==> config.mk <==
export PLATFORM = sky130hd
export DESIGN_NAME = bpc_top
export DESIGN_NICKNAME = d
export VERILOG_FILES = /design/src/bpc_pkg.sv /design/src/bpc_sync.sv /design/src/bpc_i2c_target.sv /design/src/bpc_top.sv
export SDC_FILE = /design/constraint.sdc
export NUM_CORES = 1
export LEC_CHECK = 0
export ABC_AREA = 1
export BUFFER_PORTS_ARGS = -buffer_cell sky130_fd_sc_hd__buf_2
export CORE_ASPECT_RATIO = 1.1
export CORE_MARGIN = 1.5
export CORE_UTILIZATION = 25
export DETAILED_ROUTE_END_ITERATION = 12
export SKIP_CTS_REPAIR_TIMING = 1
export SYNTH_ARGS = -nofsm -noshare
export SYNTH_HDL_FRONTEND = slang
export SYNTH_HIERARCHICAL = 1
export SYNTH_SLANG_ARGS = --single-unit
==> constraint.sdc <==
create_clock -name i_sys_clk -period 2.3 [get_ports i_sys_clk]
set_input_delay 0.115 -clock i_sys_clk [delete_from_list [all_inputs] [get_ports i_sys_clk]]
set_output_delay 0.115 -clock i_sys_clk [all_outputs]
set_load 0.1 [all_outputs]
==> src/bpc_pkg.sv <==
package bpc_pkg;
    // Register map (byte addresses on the serial port)
    localparam logic [7:0] VOUT2_SEL_ADDR     = 8'h01;
    localparam logic [7:0] CH1_CMD_ADDR       = 8'h03;
    localparam logic [7:0] CH2_CMD_ADDR       = 8'h04;
    localparam logic [7:0] CH3_CMD_ADDR       = 8'h05;
    localparam logic [7:0] SYSTEM_STATUS_ADDR = 8'h06;
    localparam logic [7:0] REG_RESET          = 8'h00;
    // Command register fields
    localparam int CMD_DISABLE_BIT            = 0;
    localparam int CMD_FORCE_CONT_BIT         = 1;
    // Status register fields
    localparam int STAT_PG_LSB                = 0;
    localparam int STAT_OTW_BIT               = 3;
    localparam int STAT_OC_LSB                = 4;
    localparam int STAT_OTP_BIT               = 7;
    // Hiccup timing in switching cycles
    localparam logic [13:0] HICCUP_WAIT_CYC   = 14'h0100;
    localparam logic [13:0] HICCUP_OFF_CYC    = 14'h2000;
    // Resistor-mode fallback frequency and period at the system clock
    localparam int SYS_CLK_KHZ                = 10000;
    localparam int FALLBACK_KHZ               = 100;
    localparam logic [7:0] FALLBACK_PERIOD    = 8'(SYS_CLK_KHZ / FALLBACK_KHZ);
    // Cycles of fallback before handing back to the resistor oscillator
    localparam logic [7:0] FALLBACK_CYCLES    = 8'h10;
    // Target address default, value arbitrary
    localparam logic [6:0] TARGET_ADDR_DEF    = 7'h2A;
endpackage : bpc_pkg

==> src/bpc_sync.sv <==
`timescale 1ns/10ps
module bpc_sync #(
    parameter int WIDTH = 1
) (
    input  wire logic             i_sys_clk,
    input  wire logic             i_resetn,
    input  wire logic [WIDTH-1:0] i_async,
    output logic      [WIDTH-1:0] o_sync
);
    typedef struct packed {
        logic [WIDTH-1:0] meta;
        logic [WIDTH-1:0] stable;
    } bpc_sync_t;
    bpc_sync_t st_reg;
    bpc_sync_t st_next;

    always_comb begin
        st_next.meta   = i_async;
        st_next.stable = st_reg.meta;
    end

    always_ff @(posedge i_sys_clk or negedge i_resetn) begin
        if (!i_resetn) begin
            st_reg <= '0;
        end else begin
            st_reg <= st_next;
        end
    end

    assign o_sync = st_reg.stable;
endmodule : bpc_sync

==> src/bpc_i2c_target.sv <==
`timescale 1ns/10ps
module bpc_i2c_target (
    // Clock and reset
    input  wire logic       i_sys_clk,
    input  wire logic       i_resetn,
    // Synchronised bus lines
    input  wire logic       i_scl,
    input  wire logic       i_sda,
    input  wire logic [6:0] i_target_addr,
    input  wire logic       i_accept,
    // Data line drive
    output logic            o_sda_oe,
    // Register write strobe
    output logic            o_wr_stb,
    output logic [7:0]      o_wr_addr,
    output logic [7:0]      o_wr_data
);
    typedef enum logic [4:0] {
        ST_IDLE = 5'b00001,
        ST_DEV  = 5'b00010,
        ST_REG  = 5'b00100,
        ST_DATA = 5'b01000,
        ST_ACK  = 5'b10000
    } bpc_i2c_state_t;

    typedef struct packed {
        bpc_i2c_state_t state;
        bpc_i2c_state_t after_ack;
        logic           scl_d;
        logic           sda_d;
        logic [3:0]     bits;
        logic [7:0]     shift;
        logic [7:0]     addr;
        logic           sda_oe;
        logic           wr_stb;
        logic [7:0]     wr_data;
    } bpc_i2c_t;
    bpc_i2c_t st_reg;
    bpc_i2c_t st_next;

    logic scl_rise;
    logic scl_fall;
    logic start_cond;
    logic stop_cond;
    logic [7:0] shifted;

    always_comb begin
        scl_rise   = i_scl & ~st_reg.scl_d;
        scl_fall   = ~i_scl & st_reg.scl_d;
        start_cond = i_scl & st_reg.scl_d & st_reg.sda_d & ~i_sda;
        stop_cond  = i_scl & st_reg.scl_d & ~st_reg.sda_d & i_sda;
        shifted    = {st_reg.shift[6:0], i_sda};
        st_next        = st_reg;
        st_next.scl_d  = i_scl;
        st_next.sda_d  = i_sda;
        st_next.wr_stb = 1'b0;
        if (start_cond) begin
            st_next.state  = ST_DEV;
            st_next.bits   = 4'h0;
            st_next.sda_oe = 1'b0;
        end else if (stop_cond) begin
            st_next.state  = ST_IDLE;
            st_next.sda_oe = 1'b0;
        end else begin
            case (st_reg.state)
                ST_DEV, ST_REG, ST_DATA: begin
                    if (scl_rise) begin
                        st_next.shift = shifted;
                        st_next.bits  = st_reg.bits + 4'h1;
                    end
                    if (scl_fall && st_reg.bits == 4'h8) begin
                        st_next.bits = 4'h0;
                        st_next.state = ST_ACK;
                        st_next.sda_oe = 1'b1;
                        case (st_reg.state)
                            ST_DEV: begin
                                // 7-bit write address only; general call never matches
                                if (st_reg.shift != {i_target_addr, 1'b0} || !i_accept) begin
                                    st_next.state  = ST_IDLE;
                                    st_next.sda_oe = 1'b0;
                                end
                                st_next.after_ack = ST_REG;
                            end
                            ST_REG: begin
                                st_next.addr      = st_reg.shift;
                                st_next.after_ack = ST_DATA;
                            end
                            default: begin
                                // Commit on the falling edge closing the last bit
                                st_next.wr_stb    = 1'b1;
                                st_next.wr_data   = st_reg.shift;
                                st_next.after_ack = ST_DATA;
                            end
                        endcase
                    end
                end
                ST_ACK: begin
                    // Hold low across the whole ninth clock high phase
                    if (scl_fall) begin
                        st_next.sda_oe = 1'b0;
                        st_next.state  = st_reg.after_ack;
                        if (st_reg.after_ack == ST_DATA && st_reg.state == ST_ACK && st_reg.wr_data == st_reg.wr_data) begin
                            st_next.addr = st_reg.addr;
                        end
                    end
                end
                default: begin
                    st_next.state  = ST_IDLE;
                    st_next.sda_oe = 1'b0;
                end
            endcase
        end
    end

    always_ff @(posedge i_sys_clk or negedge i_resetn) begin
        if (!i_resetn) begin
            st_reg <= '{state: ST_IDLE, after_ack: ST_IDLE, scl_d: 1'b1, sda_d: 1'b1, default: '0};
        end else begin
            st_reg <= st_next;
        end
    end

    assign o_sda_oe  = st_reg.sda_oe;
    assign o_wr_stb  = st_reg.wr_stb;
    assign o_wr_addr = st_reg.addr;
    assign o_wr_data = st_reg.wr_data;
endmodule : bpc_i2c_target

==> src/bpc_top.sv <==
// How it works
// - Peak current at reference ends high-side pulse
// - Low-side source overlimit skips next high-side pulse
// - High-side resumes once source current is below
// - Sink overlimit turns both switches off until cycle
// - Overload past 256 cycles: off for 8192
// - Power ok released when all channels in window
// - Power ok low outside 92.5 to 107.5 percent
// - Power ok low in lockout, thermal, disable, softstart
// - Status bits 2:0 show per-channel regulation
// - Sync mode starts cycles on clock falling edge
// - First high level enters sync mode, pin released
// - Clock loss: fallback 100 kHz then resistor rate
// - Stop above 160 C, restart below 140 C
// - Serial target for 100 and 400 kbps
// - Seven-bit addressing only, no general call
// - Acknowledge each byte on ninth clock high
// - Data committed on last bit falling edge
// - All enable pins low blocks serial updates
// - Registers kept while supply above 3.8 V and out of reset
// - Command bit one forces continuous switching
`timescale 1ns/10ps
module bpc_top #(
    parameter logic [6:0] TARGET_ADDR = bpc_pkg::TARGET_ADDR_DEF
) (
    // Clock and reset
    input  wire logic       i_sys_clk,
    input  wire logic       i_resetn,
    // Analog comparator results per channel
    input  wire logic [2:0] i_peak_at_ref,
    input  wire logic [2:0] i_ls_source_over,
    input  wire logic [2:0] i_ls_sink_over,
    input  wire logic [2:0] i_overload,
    input  wire logic [2:0] i_fb_above_95,
    input  wire logic [2:0] i_fb_above_925,
    input  wire logic [2:0] i_fb_below_105,
    input  wire logic [2:0] i_fb_below_1075,
    input  wire logic [2:0] i_soft_start_done,
    // Supply and temperature supervision
    input  wire logic       i_uvlo,
    input  wire logic       i_temp_over_160,
    input  wire logic       i_temp_below_140,
    input  wire logic       i_supply_above_3v8,
    // Enable pins
    input  wire logic       i_channel_one_enable_pin,
    input  wire logic       i_channel_two_enable_pin,
    input  wire logic       i_channel_three_enable_pin,
    // Frequency set pin and resistor oscillator
    input  wire logic       i_freq_set_clock_in,
    input  wire logic       i_freq_set_high,
    input  wire logic       i_resistor_osc_tick,
    output logic            o_freq_set_release,
    // Serial bus
    input  wire logic       i_scl,
    input  wire logic       i_sda,
    output logic            o_sda_out,
    output logic            o_sda_oe,
    // Switch drive and status
    output logic [2:0]      o_hs_on,
    output logic [2:0]      o_ls_on,
    output logic [2:0]      o_pulse_skip_operation,
    output logic [2:0]      o_channel_run,
    output logic [2:0]      o_cycle_start,
    output logic            o_power_ok_out_oe,
    output logic [7:0]      o_system_status
);
    typedef struct packed {
        logic        sync_mode;
        logic        osc_low_d;
        logic        fallback;
        logic [7:0]  fb_div;
        logic [7:0]  fb_cycles;
        logic        cycle;
        logic [2:0]  hs;
        logic [2:0]  ls;
        logic [2:0]  skip;
        logic [2:0]  sink_off;
        logic [2:0]  hiccup;
        logic [41:0] hic_cnt;
        logic [2:0]  in_reg;
        logic        thermal;
        logic        pok_low;
        logic [7:0]  vout2_sel;
        logic [7:0]  cmd1;
        logic [7:0]  cmd2;
        logic [7:0]  cmd3;
        logic [7:0]  status;
        logic [2:0]  cycle_out;
        logic [2:0]  run;
    } bpc_top_t;
    bpc_top_t st_reg;
    bpc_top_t st_next;

    // Pin inputs crossing into the system clock
    logic [17:0] raw_pins;
    logic [17:0] pins;
    assign raw_pins = {i_freq_set_clock_in, i_freq_set_high, i_channel_one_enable_pin,
                       i_channel_two_enable_pin, i_channel_three_enable_pin, i_scl, i_sda,
                       i_uvlo, i_temp_over_160, i_temp_below_140, i_supply_above_3v8,
                       i_resistor_osc_tick, i_soft_start_done, i_overload[2:0]};
    bpc_sync #(.WIDTH(18)) u_sync (
        .i_sys_clk (i_sys_clk),
        .i_resetn  (i_resetn),
        .i_async   (raw_pins),
        .o_sync    (pins)
    );

    logic       osc_clk_s;
    logic       freq_high_s;
    logic [2:0] en_pins_s;
    logic       scl_s;
    logic       sda_s;
    logic       uvlo_s;
    logic       t_over_s;
    logic       t_below_s;
    logic       supply_ok_s;
    logic       freq_set_clock_in_tick_s;
    logic [2:0] ss_done_s;
    logic [2:0] overload_s;
    assign {osc_clk_s, freq_high_s, en_pins_s, scl_s, sda_s, uvlo_s, t_over_s, t_below_s,
            supply_ok_s, freq_set_clock_in_tick_s, ss_done_s, overload_s} = pins;

    logic       wr_stb;
    logic [7:0] wr_addr;
    logic [7:0] wr_data;
    logic       sda_oe;
    logic [2:0] en_pins_rev;
    assign en_pins_rev = {en_pins_s[0], en_pins_s[1], en_pins_s[2]};

    bpc_i2c_target u_i2c (
        .i_sys_clk     (i_sys_clk),
        .i_resetn      (i_resetn),
        .i_scl         (scl_s),
        .i_sda         (sda_s),
        .i_target_addr (TARGET_ADDR),
        .i_accept      (|en_pins_s),
        .o_sda_oe      (sda_oe),
        .o_wr_stb      (wr_stb),
        .o_wr_addr     (wr_addr),
        .o_wr_data     (wr_data)
    );

    logic [2:0] disable_bits;
    logic [2:0] ch_enabled;
    logic [2:0] win_in;
    logic [2:0] win_out;
    logic       osc_fall;

    always_comb begin
        st_next = st_reg;
        disable_bits = {st_reg.cmd3[bpc_pkg::CMD_DISABLE_BIT], st_reg.cmd2[bpc_pkg::CMD_DISABLE_BIT],
                        st_reg.cmd1[bpc_pkg::CMD_DISABLE_BIT]};
        ch_enabled = en_pins_rev & ~disable_bits;
        st_next.osc_low_d = ~osc_clk_s;
        osc_fall = osc_clk_s == 1'b0 && st_reg.osc_low_d == 1'b0;
        // Switching clock source
        if (!st_reg.sync_mode && freq_high_s) begin
            st_next.sync_mode = 1'b1;
        end
        st_next.cycle = 1'b0;
        if (st_reg.sync_mode && !st_reg.fallback) begin
            st_next.cycle = osc_fall;
            st_next.fb_div = st_reg.fb_div + 8'h01;
            if (osc_fall) begin
                st_next.fb_div = 8'h00;
            end else if (st_reg.fb_div == 8'hFF) begin
                // External clock gone: run at fallback rate a while
                st_next.fallback  = 1'b1;
                st_next.fb_cycles = 8'h00;
                st_next.fb_div    = 8'h00;
            end
        end else if (st_reg.fallback) begin
            st_next.fb_div = st_reg.fb_div + 8'h01;
            if (st_reg.fb_div == bpc_pkg::FALLBACK_PERIOD - 8'h01) begin
                st_next.fb_div    = 8'h00;
                st_next.cycle     = 1'b1;
                st_next.fb_cycles = st_reg.fb_cycles + 8'h01;
                if (st_reg.fb_cycles == bpc_pkg::FALLBACK_CYCLES - 8'h01) begin
                    st_next.fallback  = 1'b0;
                    st_next.sync_mode = 1'b0;
                end
            end
        end else begin
            st_next.cycle = freq_set_clock_in_tick_s;
        end
        // Thermal shutdown with hysteresis
        if (t_over_s) begin
            st_next.thermal = 1'b1;
        end else if (t_below_s) begin
            st_next.thermal = 1'b0;
        end
        // Per-channel switch control
        for (int c = 0; c < 3; c++) begin
            st_next.run[c] = ch_enabled[c] & ~st_reg.thermal & ~uvlo_s & ~st_reg.hiccup[c];
            if (st_reg.cycle) begin
                if (st_reg.hiccup[c]) begin
                    st_next.hic_cnt[c*14 +: 14] = st_reg.hic_cnt[c*14 +: 14] + 14'h0001;
                    if (st_reg.hic_cnt[c*14 +: 14] == bpc_pkg::HICCUP_OFF_CYC - 14'h0001) begin
                        st_next.hiccup[c] = 1'b0;
                        st_next.hic_cnt[c*14 +: 14] = 14'h0000;
                    end
                end else if (overload_s[c]) begin
                    st_next.hic_cnt[c*14 +: 14] = st_reg.hic_cnt[c*14 +: 14] + 14'h0001;
                    if (st_reg.hic_cnt[c*14 +: 14] == bpc_pkg::HICCUP_WAIT_CYC) begin
                        st_next.hiccup[c] = 1'b1;
                        st_next.hic_cnt[c*14 +: 14] = 14'h0000;
                    end
                end else begin
                    st_next.hic_cnt[c*14 +: 14] = 14'h0000;
                end
                st_next.sink_off[c] = 1'b0;
                // Sourcing over limit at cycle boundary keeps low side on
                st_next.skip[c] = i_ls_source_over[c];
                st_next.hs[c] = st_reg.run[c] & ~i_ls_source_over[c];
                st_next.ls[c] = st_reg.run[c] & i_ls_source_over[c];
            end else if (st_reg.hs[c] && i_peak_at_ref[c]) begin
                st_next.hs[c] = 1'b0;
                st_next.ls[c] = ~st_reg.sink_off[c];
            end
            if (st_reg.ls[c] && i_ls_sink_over[c]) begin
                st_next.ls[c] = 1'b0;
                st_next.hs[c] = 1'b0;
                st_next.sink_off[c] = 1'b1;
            end
            if (!st_reg.run[c]) begin
                st_next.hs[c] = 1'b0;
                st_next.ls[c] = 1'b0;
            end
        end
        st_next.cycle_out = {3{st_reg.cycle}};
        // Power-good window with hysteresis
        win_in  = i_fb_above_95 & i_fb_below_105;
        win_out = ~i_fb_above_925 | ~i_fb_below_1075;
        for (int c = 0; c < 3; c++) begin
            if (win_out[c]) begin
                st_next.in_reg[c] = 1'b0;
            end else if (win_in[c]) begin
                st_next.in_reg[c] = 1'b1;
            end
        end
        st_next.pok_low = ~&st_reg.in_reg | uvlo_s | st_reg.thermal
                        | ~&en_pins_s | ~&ss_done_s;
        st_next.status = {st_reg.thermal, st_reg.hiccup, t_over_s, st_reg.in_reg};
        // Register writes
        if (wr_stb) begin
            case (wr_addr)
                bpc_pkg::VOUT2_SEL_ADDR: st_next.vout2_sel = wr_data;
                bpc_pkg::CH1_CMD_ADDR:   st_next.cmd1 = wr_data;
                bpc_pkg::CH2_CMD_ADDR:   st_next.cmd2 = wr_data;
                bpc_pkg::CH3_CMD_ADDR:   st_next.cmd3 = wr_data;
                default: ;
            endcase
        end
        // Contents survive anything short of reset or supply falling below 3.8 V
        if (!supply_ok_s) begin
            st_next.vout2_sel = bpc_pkg::REG_RESET;
            st_next.cmd1 = bpc_pkg::REG_RESET;
            st_next.cmd2 = bpc_pkg::REG_RESET;
            st_next.cmd3 = bpc_pkg::REG_RESET;
        end
    end

    always_ff @(posedge i_sys_clk or negedge i_resetn) begin
        if (!i_resetn) begin
            st_reg <= '0;
        end else begin
            st_reg <= st_next;
        end
    end

    assign o_hs_on                = st_reg.hs;
    assign o_ls_on                = st_reg.ls;
    assign o_pulse_skip_operation = ~{st_reg.cmd3[bpc_pkg::CMD_FORCE_CONT_BIT],
                                      st_reg.cmd2[bpc_pkg::CMD_FORCE_CONT_BIT],
                                      st_reg.cmd1[bpc_pkg::CMD_FORCE_CONT_BIT]};
    assign o_channel_run          = st_reg.run;
    assign o_cycle_start          = st_reg.cycle_out;
    assign o_freq_set_release     = st_reg.sync_mode;
    assign o_sda_out              = 1'b0;
    assign o_sda_oe               = sda_oe;
    assign o_power_ok_out_oe      = st_reg.pok_low;
    assign o_system_status        = st_reg.status;
endmodule : bpc_top

After elaboration in Yosys (flattened, before gate mapping)
Cells that the tools add are included.
{"block": "word_totals", "ff_bits": 175, "elab_cells": 280, "in_bits": 41}
{"block": "classes", "eq_ne": 30, "reduce_logical": 45, "n_bitwise": 54, "add_sub_neg": 6, "n_mux": 105}
{"operator": "$mux 14", "count": 12}
{"operator": "$mux 18", "count": 5}
{"operator": "$mux 1", "count": 61}
{"operator": "$add 14x1->14 const B", "count": 3}
{"operator": "$eq 14x13->1 const B", "count": 3}
{"operator": "$eq 14x9->1 const B", "count": 3}
{"operator": "$mux 8", "count": 5}
{"operator": "$mux 9", "count": 4}
{"operator": "$mux 17", "count": 2}
{"operator": "$mux 5", "count": 5}
{"operator": "$mux 12", "count": 2}
{"operator": "$and 1x1->1", "count": 22}
{"operator": "$not 1->1", "count": 21}
{"operator": "$mux 20", "count": 1}
{"operator": "$ne 4x1->1 const B", "count": 5}
{"operator": "$reduce_bool 2->1", "count": 10}
{"operator": "$add 8x1->8 const B", "count": 2}
{"operator": "$eq 8x3->1 const B", "count": 2}
{"operator": "$pmux 8 s2", "count": 1}
{"operator": "$mux 4", "count": 3}
{"operator": "$not 3->3", "count": 4}
{"operator": "$reduce_and 3->1", "count": 4}
{"operator": "$reduce_and 4->1", "count": 3}
{"operator": "$logic_and 1x1->1", "count": 10}
{"operator": "28 further kinds", "count": 47}

Depth between registers and ports, before layout
Gate-level depths: netlist of the first run.
{"block": "logic_depth", "word_depth": 9, "depth_mapped": 11}

Hierarchy
Netlist of the first run, hierarchy kept.
{"mod": "bpc_top", "cells_each": 727, "seq_area_each_um2": 2427.3, "area_each_um2": 5467.7, "instances": 1}
{"mod": "bpc_i2c_target", "cells_each": 240, "seq_area_each_um2": 1006.0, "area_each_um2": 2149.6, "instances": 1}
{"mod": "bpc_sync", "cells_each": 36, "seq_area_each_um2": 900.9, "area_each_um2": 900.9, "instances": 1}

Least setup slack after synthesis of the first run
OpenSTA, ideal clock, no wires.
{"block": "synth_path", "kind": "register to register", "startpoint": "register st_reg (netlist bit o_freq_set_release)", "endpoint": "register st_reg[116] (netlist name)", "path_stages_with_launch": 8, "required_time_ps": 2182, "t_arrival_ps": 1615, "slack_ps": 567, "n_path_buf": 0, "cell_sequence": "dfrtp_1 > inv_1 > nor2_1 > inv_1 > nand2_1 > nand2_2 > nand2_1 > nand2_1"}
{"block": "synth_between", "elab_chain_cells": 3, "elab_cells_between_ends": 7, "cone_classes": "eq/ne (2); mux (1); reduce/logical (4)"}
{"item": "from (decl)", "line_no": "bpc_top.sv:91", "text": "bpc_top_t st_reg;"}
{"item": "from (signal assigned)", "line_no": "bpc_top.sv:267", "text": "st_reg <= st_next;"}
{"item": "$logic_and 1x1->1 *", "line_no": "bpc_top.sv:161", "text": "if (st_reg.sync_mode && !st_reg.fallback) begin"}
{"item": "$ne 2x1->1 (no source line), or another cell as far along"}
{"item": "$reduce_and 4->1 (no source line)"}
Every way passes the cells marked *; elsewhere a longest branch is shown, timed or not.
A chain may end at the register's enable or synchronous reset.

Worst setup path after layout of the first run
{"block": "layout_path", "startpoint": "register u_i2c/st_reg[26] (netlist name)", "endpoint": "register u_i2c.st_reg (netlist bit u_i2c/o_wr_addr[4])"}
{"block": "layout_between", "elab_chain_cells": 3}
{"item": "from (decl)", "line_no": "bpc_i2c_target.sv:38", "text": "bpc_i2c_t st_reg;"}
{"item": "from (signal assigned)", "line_no": "bpc_i2c_target.sv:119", "text": "st_reg <= st_next;"}
{"item": "$eq 4x4->1", "line_no": "bpc_i2c_target.sv:71", "text": "if (scl_fall && st_reg.bits == 4'h8) begin"}
{"item": "$logic_and 1x1->1", "line_no": "bpc_i2c_target.sv:71"}
{"item": "$reduce_and 6->1 (no source line)"}
No other way between the ends.

==> metrics.yaml, run 1 <==
start_util_pct: 25.48
vias: 6229
grt_overflow: 0
clk_latency_ns: 0.43
max_slew_margin_pct: 64.99
dieArea_sq_um: 34090
grt_usage_pct: 10.30
nets: 1124
finalClockSkew_ns: 0.01175
cts_tree: "yes"
row_count: 69
detail-route-antenna-nets: 0
layout-drive-gt1-share_pct: 17.22
antenna_cells: 0
largest_reg_flops: 66
p_seq_share_pct: 46.9
whs_ns: -0.01220
numCtsBuffers: 17
layout_commonest_cell: "nand2_1"
period_share_pct: 76.59
p_comb_share_pct: 11.4
clk_pin_slew_worst_paths_ns: 0.07
first_global_vias: 5990
io_pins: 68
cts_sinks: 167
setup_viol: 0
cp.arrival_ns: 2.07
status: "complete, but fails checks"
p_int_mw: 4.861
post-route-min-period_ns: 1.762
grt_pass1_wl_mm: 28.49
hold_class: "in2reg"
p_clk_share_pct: 41.6
area_delta_synth_final_pct: 19.49
routedWlPerCell_um: 11.31
max_slew.worst_pin.slew_ns: 0.5252
p_leak_nw: 4.921
cp_data_required_time_ns: 2.61
violations: "hold timing"
max-vdd-ir-drop_mv: 0.3973
cellPowerDensity_nw_per_um2: 704.1
floorplan.core_area_sq_um: 32370
antenna_found_initial: 0
final_area_sq_um: 9856
start_kind: "flop"
die_x_um: 176.2
fin_ws_ns: 0.5385
swShare_pct: 29.95
hold_viol_final: 1
syn-cell-area_sq_um: 8248
cts-root-buf: "clkbuf_16"
syn_area_per_cell_sq_um: 8.425
drc: 0
rsz0062_at_grt: "false"
grt_max_degree: 54
routed_via_density: 4.120
h-tree-depth: 4
mostFrequentLayoutCells: "nand2_1 (260), dfrtp_1 (162), inv_1 (136), nor2_1 (103), buf_2 (65)"
die_y_um: 193.5
path_max_fanout: 16
place_ws_ns: 0.5488
io_buffer_count: 66
postSynthCellCount: 979
ys_warn_count: 6
clock.fmax_ghz: 0.5677
criticalPathCategory: "reg2reg"
first_pass_iters: 4
drv_slew: 0
cts.path.max_buffers: 2
setup_tns_ns: 0
drt_wl_total_mm: 17.11
cap_violations: 0
gp_congestion: 0.8138
switchingPower_mw: 2.078
dp_hpwl_mm: 12.41
worst_setup_path_end_kind: "flop"
drt_iter0_drc: 387
place_area_sq_um: 8915
==> power groups by stage <==
stage               Sequential [mW]  Combinational [mW]  Clock (mW)
floorplan                      3.26               0.582           0
global placement               3.31               0.749           0
detailed placement             3.31               0.765           0
CTS                            3.26               0.767        2.98
global route                   3.28               0.901        3.10
finish                         3.26               0.795        2.89
==> worst max-delay path: stages (launching register included) <==
cell and delay [ns]:
dfrtp_1 0.40, inv_1 0.11, ha_1 0.17, nand3_2 0.09
nor2_4 0.15, nand4_2 0.41, nand2_1 0.23, o21ai_2 0.07
==> cell type report <==
type                            count  area (sq um)
Fill cell                        3391         22520
Sequential cell                   167          4185
Multi-Input combinational cell    636          3228
Timing Repair Buffer              108         759.5
Inverter                          143         539.3
Tap cell                          426         533.0
Clock buffer                       18         439.2
Clock inverter                     14         171.4
==> routing by layer <==
layer / global-route usage [%] / routed length (um) / up-vias / share of wire [%]
met5: 0 / 0 / - / 0
met4: 2.754 / 171 / 0 / 1.0
met3: 2.083 / 522 / 10 / 3.1
met2: 17.64 / 8590 / 73 / 50
met1: 13.07 / 7823 / 2940 / 46
li1: - / - / 3206 / -
==> path summary, 6_finish.rpt <==
kind / to / start / slack, ns / cells past startpoint
worst max-delay path: u_i2c/o_wr_addr[4] / u_i2c/st_reg[26] / 0.54 / 7
worst min-delay path: o_hs_on[0] / i_peak_at_ref[0] / -0.01 / 4
worst max register to register: u_i2c/o_wr_addr[4] / u_i2c/st_reg[26] / 0.54 / 7
worst min register to register: u_sync/o_sync[3] / u_sync/st_next[3] / 0.35 / 0
max in group asynchronous: u_i2c/st_reg[30] / i_resetn / 1.37 / 3
min in group asynchronous: o_hs_on[1] / i_resetn / 0.20 / 2
==> metrics by stage <==
step / utilization, % / cells / total power [mW]
6_report: 30.44 / 1512 / 6.940
2_1_floorplan: - / 992 / 3.840
5_1_grt: 30.44 / 1512 / 7.285
3_3_place_gp: 27.54 / 1447 / 4.054
3_5_place_dp: 27.54 / 1447 / 4.079
4_1_cts: 29.42 / 1479 / 7.001
Note: power is estimated with default switching activity, not from simulation.
==> inputs of run 2 (changes only) <==
==> constraint.sdc (replaced) <==
create_clock -name i_sys_clk -period 1.7 [get_ports i_sys_clk]
set_input_delay 0.085 -clock i_sys_clk [delete_from_list [all_inputs] [get_ports i_sys_clk]]
set_output_delay 0.085 -clock i_sys_clk [all_outputs]
set_load 0.1 [all_outputs]
==> run 2 against run 1 <==
The flow now finishes without violations. Critical path depth down 1. Worst setup slack worse by 0.46 ns. Total power up 34%. Via count up 1.3%. Final cell count up 0.60%. Global-route usage down 0.084 points. Clock-buffer cell count up 1. Largest power group unchanged.
==> metrics.yaml, run 2 (synthesis results as in run 1) <==
drt_iter0_drc: 407  # was 387
grt_pass1_wl_mm: 28.18  # was 28.49 mm
die_y_um: 193.5  # unchanged
routedWlPerCell_um: 11.14  # was 11.31 um
largest_reg_flops: 66  # unchanged
cap_violations: 0  # unchanged
period_share_pct: 95.47
clk_latency_ns: 0.43  # about the same
io_buffer_count: 66  # unchanged
clk_pin_slew_worst_paths_ns: 0.06  # was 0.07 ns
grt_usage_pct: 10.21  # was 10.30%
setup_viol: 0  # unchanged
drt_wl_total_mm: 16.94  # was 17.11 mm
grt_overflow: 0  # unchanged
cellPowerDensity_nw_per_um2: 934.8  # was 704.1 nW/um^2
floorplan.core_area_sq_um: 32370  # unchanged
antenna_cells: 0  # unchanged
place_area_sq_um: 8984  # was 8915 sq um
antenna_found_initial: 0  # unchanged
row_count: 69  # unchanged
max-vdd-ir-drop_mv: 0.5933  # was 0.3973 mV
layout-drive-gt1-share_pct: 17.81  # was 17.22%
dieArea_sq_um: 34090  # unchanged
critPathBufInv: 4  # was 1
start_util_pct: 25.48  # unchanged
max_stage_delay_ns: 0.57  # was 0.41 ns
routed_via_density: 4.149  # was 4.120
area_delta_synth_final_pct: 20.57  # was 19.49%
drc: 0  # unchanged
vias: 6310  # was 6,229
max_slew_margin_pct: 65.70  # was 64.99%
io_pins: 68  # unchanged
die_x_um: 176.2  # unchanged
mostFrequentLayoutCells: "nand2_1 (260), dfrtp_1 (161), inv_1 (136), nor2_1 (101), buf_2 (65)"  # was nand2_1 (260), dfrtp_1 (162), inv_1 (136), nor2_1 (103), buf_2 (65)
hold_viol_final: 0  # was 1
finalClockSkew_ns: 0.01169  # was 0.01175 ns
drv_slew: 0  # unchanged
h-tree-depth: 4  # unchanged
max_slew.worst_pin.slew_ns: 0.5181  # was 0.5252 ns
p_leak_nw: 4.965  # was 4.921 nW
path_max_fanout: 1  # was 16
slowest_stage: "dlygate4sd3_1"  # was nand4_2
worst_setup_path_end_kind: "flop"  # unchanged
first_pass_iters: 5  # was 4
detail-route-antenna-nets: 0  # unchanged
final_area_sq_um: 9945  # was 9856 sq um
cts-root-buf: "clkbuf_16"  # unchanged
criticalPathCategory: "in2reg"  # was reg2reg
numCtsBuffers: 17  # unchanged
first_global_vias: 5882  # was 5,990
cts_tree: "yes"  # unchanged
cp_data_required_time_ns: 2.00  # was 2.61 ns
cts.path.max_buffers: 2  # unchanged
cpLargestDelayFamily: "buffers and inverters"  # was simple AND/OR/NAND/NOR gates
hold_class: "in2reg"  # unchanged
dp_hpwl_mm: 12.20  # was 12.41 mm
status: "finished, final reports clean"  # was complete, but fails checks
layout_commonest_cell: "nand2_1"  # unchanged
cts_sinks: 167  # unchanged
gp_congestion: 0.8480  # was 0.8138
nets: 1133  # was 1,124
post-route-min-period_ns: 1.623
crit_path_frequent_cell: "dlygate4sd3_1"
whs_ns: 0.02903  # was -0.01220 ns
cp.arrival_ns: 1.92  # was 2.07 ns
path_cells: "dlygate4sd3_1 -> buf_2 -> nand2_1 -> dlygate4sd3_1 -> a21oi_1 -> dlygate4sd3_1"  # was inv_1 -> ha_1 -> nand3_2 -> nor2_4 -> nand4_2 -> nand2_1 -> o21ai_2
start_kind: "primary input"  # was flop
grt_max_degree: 51  # was 54
clock.fmax_ghz: 0.6162
-- run 2: changes by cell type in the layout (fill, tap and decap cells not counted), sizes merged --
cell         previous run  this run
inv                   149       147
dlygate4sd3            33        36
bufinv                  0         1
clkbuf                 18        19
buf                    75        81
-- run 2: final cells by class --
cell class / instances / area (sq um)
Clock buffer: 19 / 442.9
Clock inverter: 13 / 137.6
Fill cell: 3409 / 22430
Inverter: 143 / 539.3
Multi-Input combinational cell: 636 / 3233
Sequential cell: 167 / 4187
Tap cell: 426 / 533.0
Timing Repair Buffer: 117 / 872.1
-- run 2: path summary, 6_finish.rpt --
path                                        start            endpoint  slack (ns)  cells past startpoint
worst min-delay path             i_peak_at_ref[2]          o_hs_on[2]        0.03                      4
worst min register to register  u_sync/st_next[7]    u_sync/o_sync[7]        0.35                      0
worst max register to register   u_i2c/st_reg[26]  u_i2c/o_wr_addr[2]        0.18                      8
max in group asynchronous                i_resetn    u_i2c/st_reg[31]        0.92                      3
worst max-delay path            i_fb_above_925[1]          st_next[7]        0.08                      6
min in group asynchronous                i_resetn  o_system_status[5]        0.13                      2
-- run 2: worst reg2reg max path: cells and delay by family, from the launching register on --
kind | cells | cell delay, ns
flip-flops | 1 | 0.40
buffers and inverters | 2 | 0.33
AND/OR/NAND/NOR | 4 | 0.45
adder cells (fa/ha/maj) | 1 | 0.18
AO/OA/AOI/OAI | 1 | 0.05
-- run 2: routing by layer --
metal	vias to the layer above	track usage [%]	part of all wire (%)
met5	-	0	0
met4	0	2.849	1.1
met3	17	2.241	3.0
met2	92	16.87	49
met1	2980	13.34	47
li1	3221	-	-
-- run 2: power by group --
part	switching (mW)	internal, mW	leakage (nW)
Combinational	0.735	0.394	2.49
Clock	1.67	2.11	0.284
Sequential	0.211	4.19	2.19
-- run 2: stage by stage --
stage	TNS (ns)	cells	utilization (%)	power (mW)	setup WS [ns]
6_report	0	1521	30.72	9.296	0.07709
3_5_place_dp	0	1451	27.75	5.535	0.1629
3_3_place_gp	0	1451	27.75	5.506	0.2032
4_1_cts	0	1483	29.54	9.356	0.1561
5_1_grt	-0.003742	1521	30.72	9.779	-0.003742
2_1_floorplan	0	992	-	5.195	0.2461
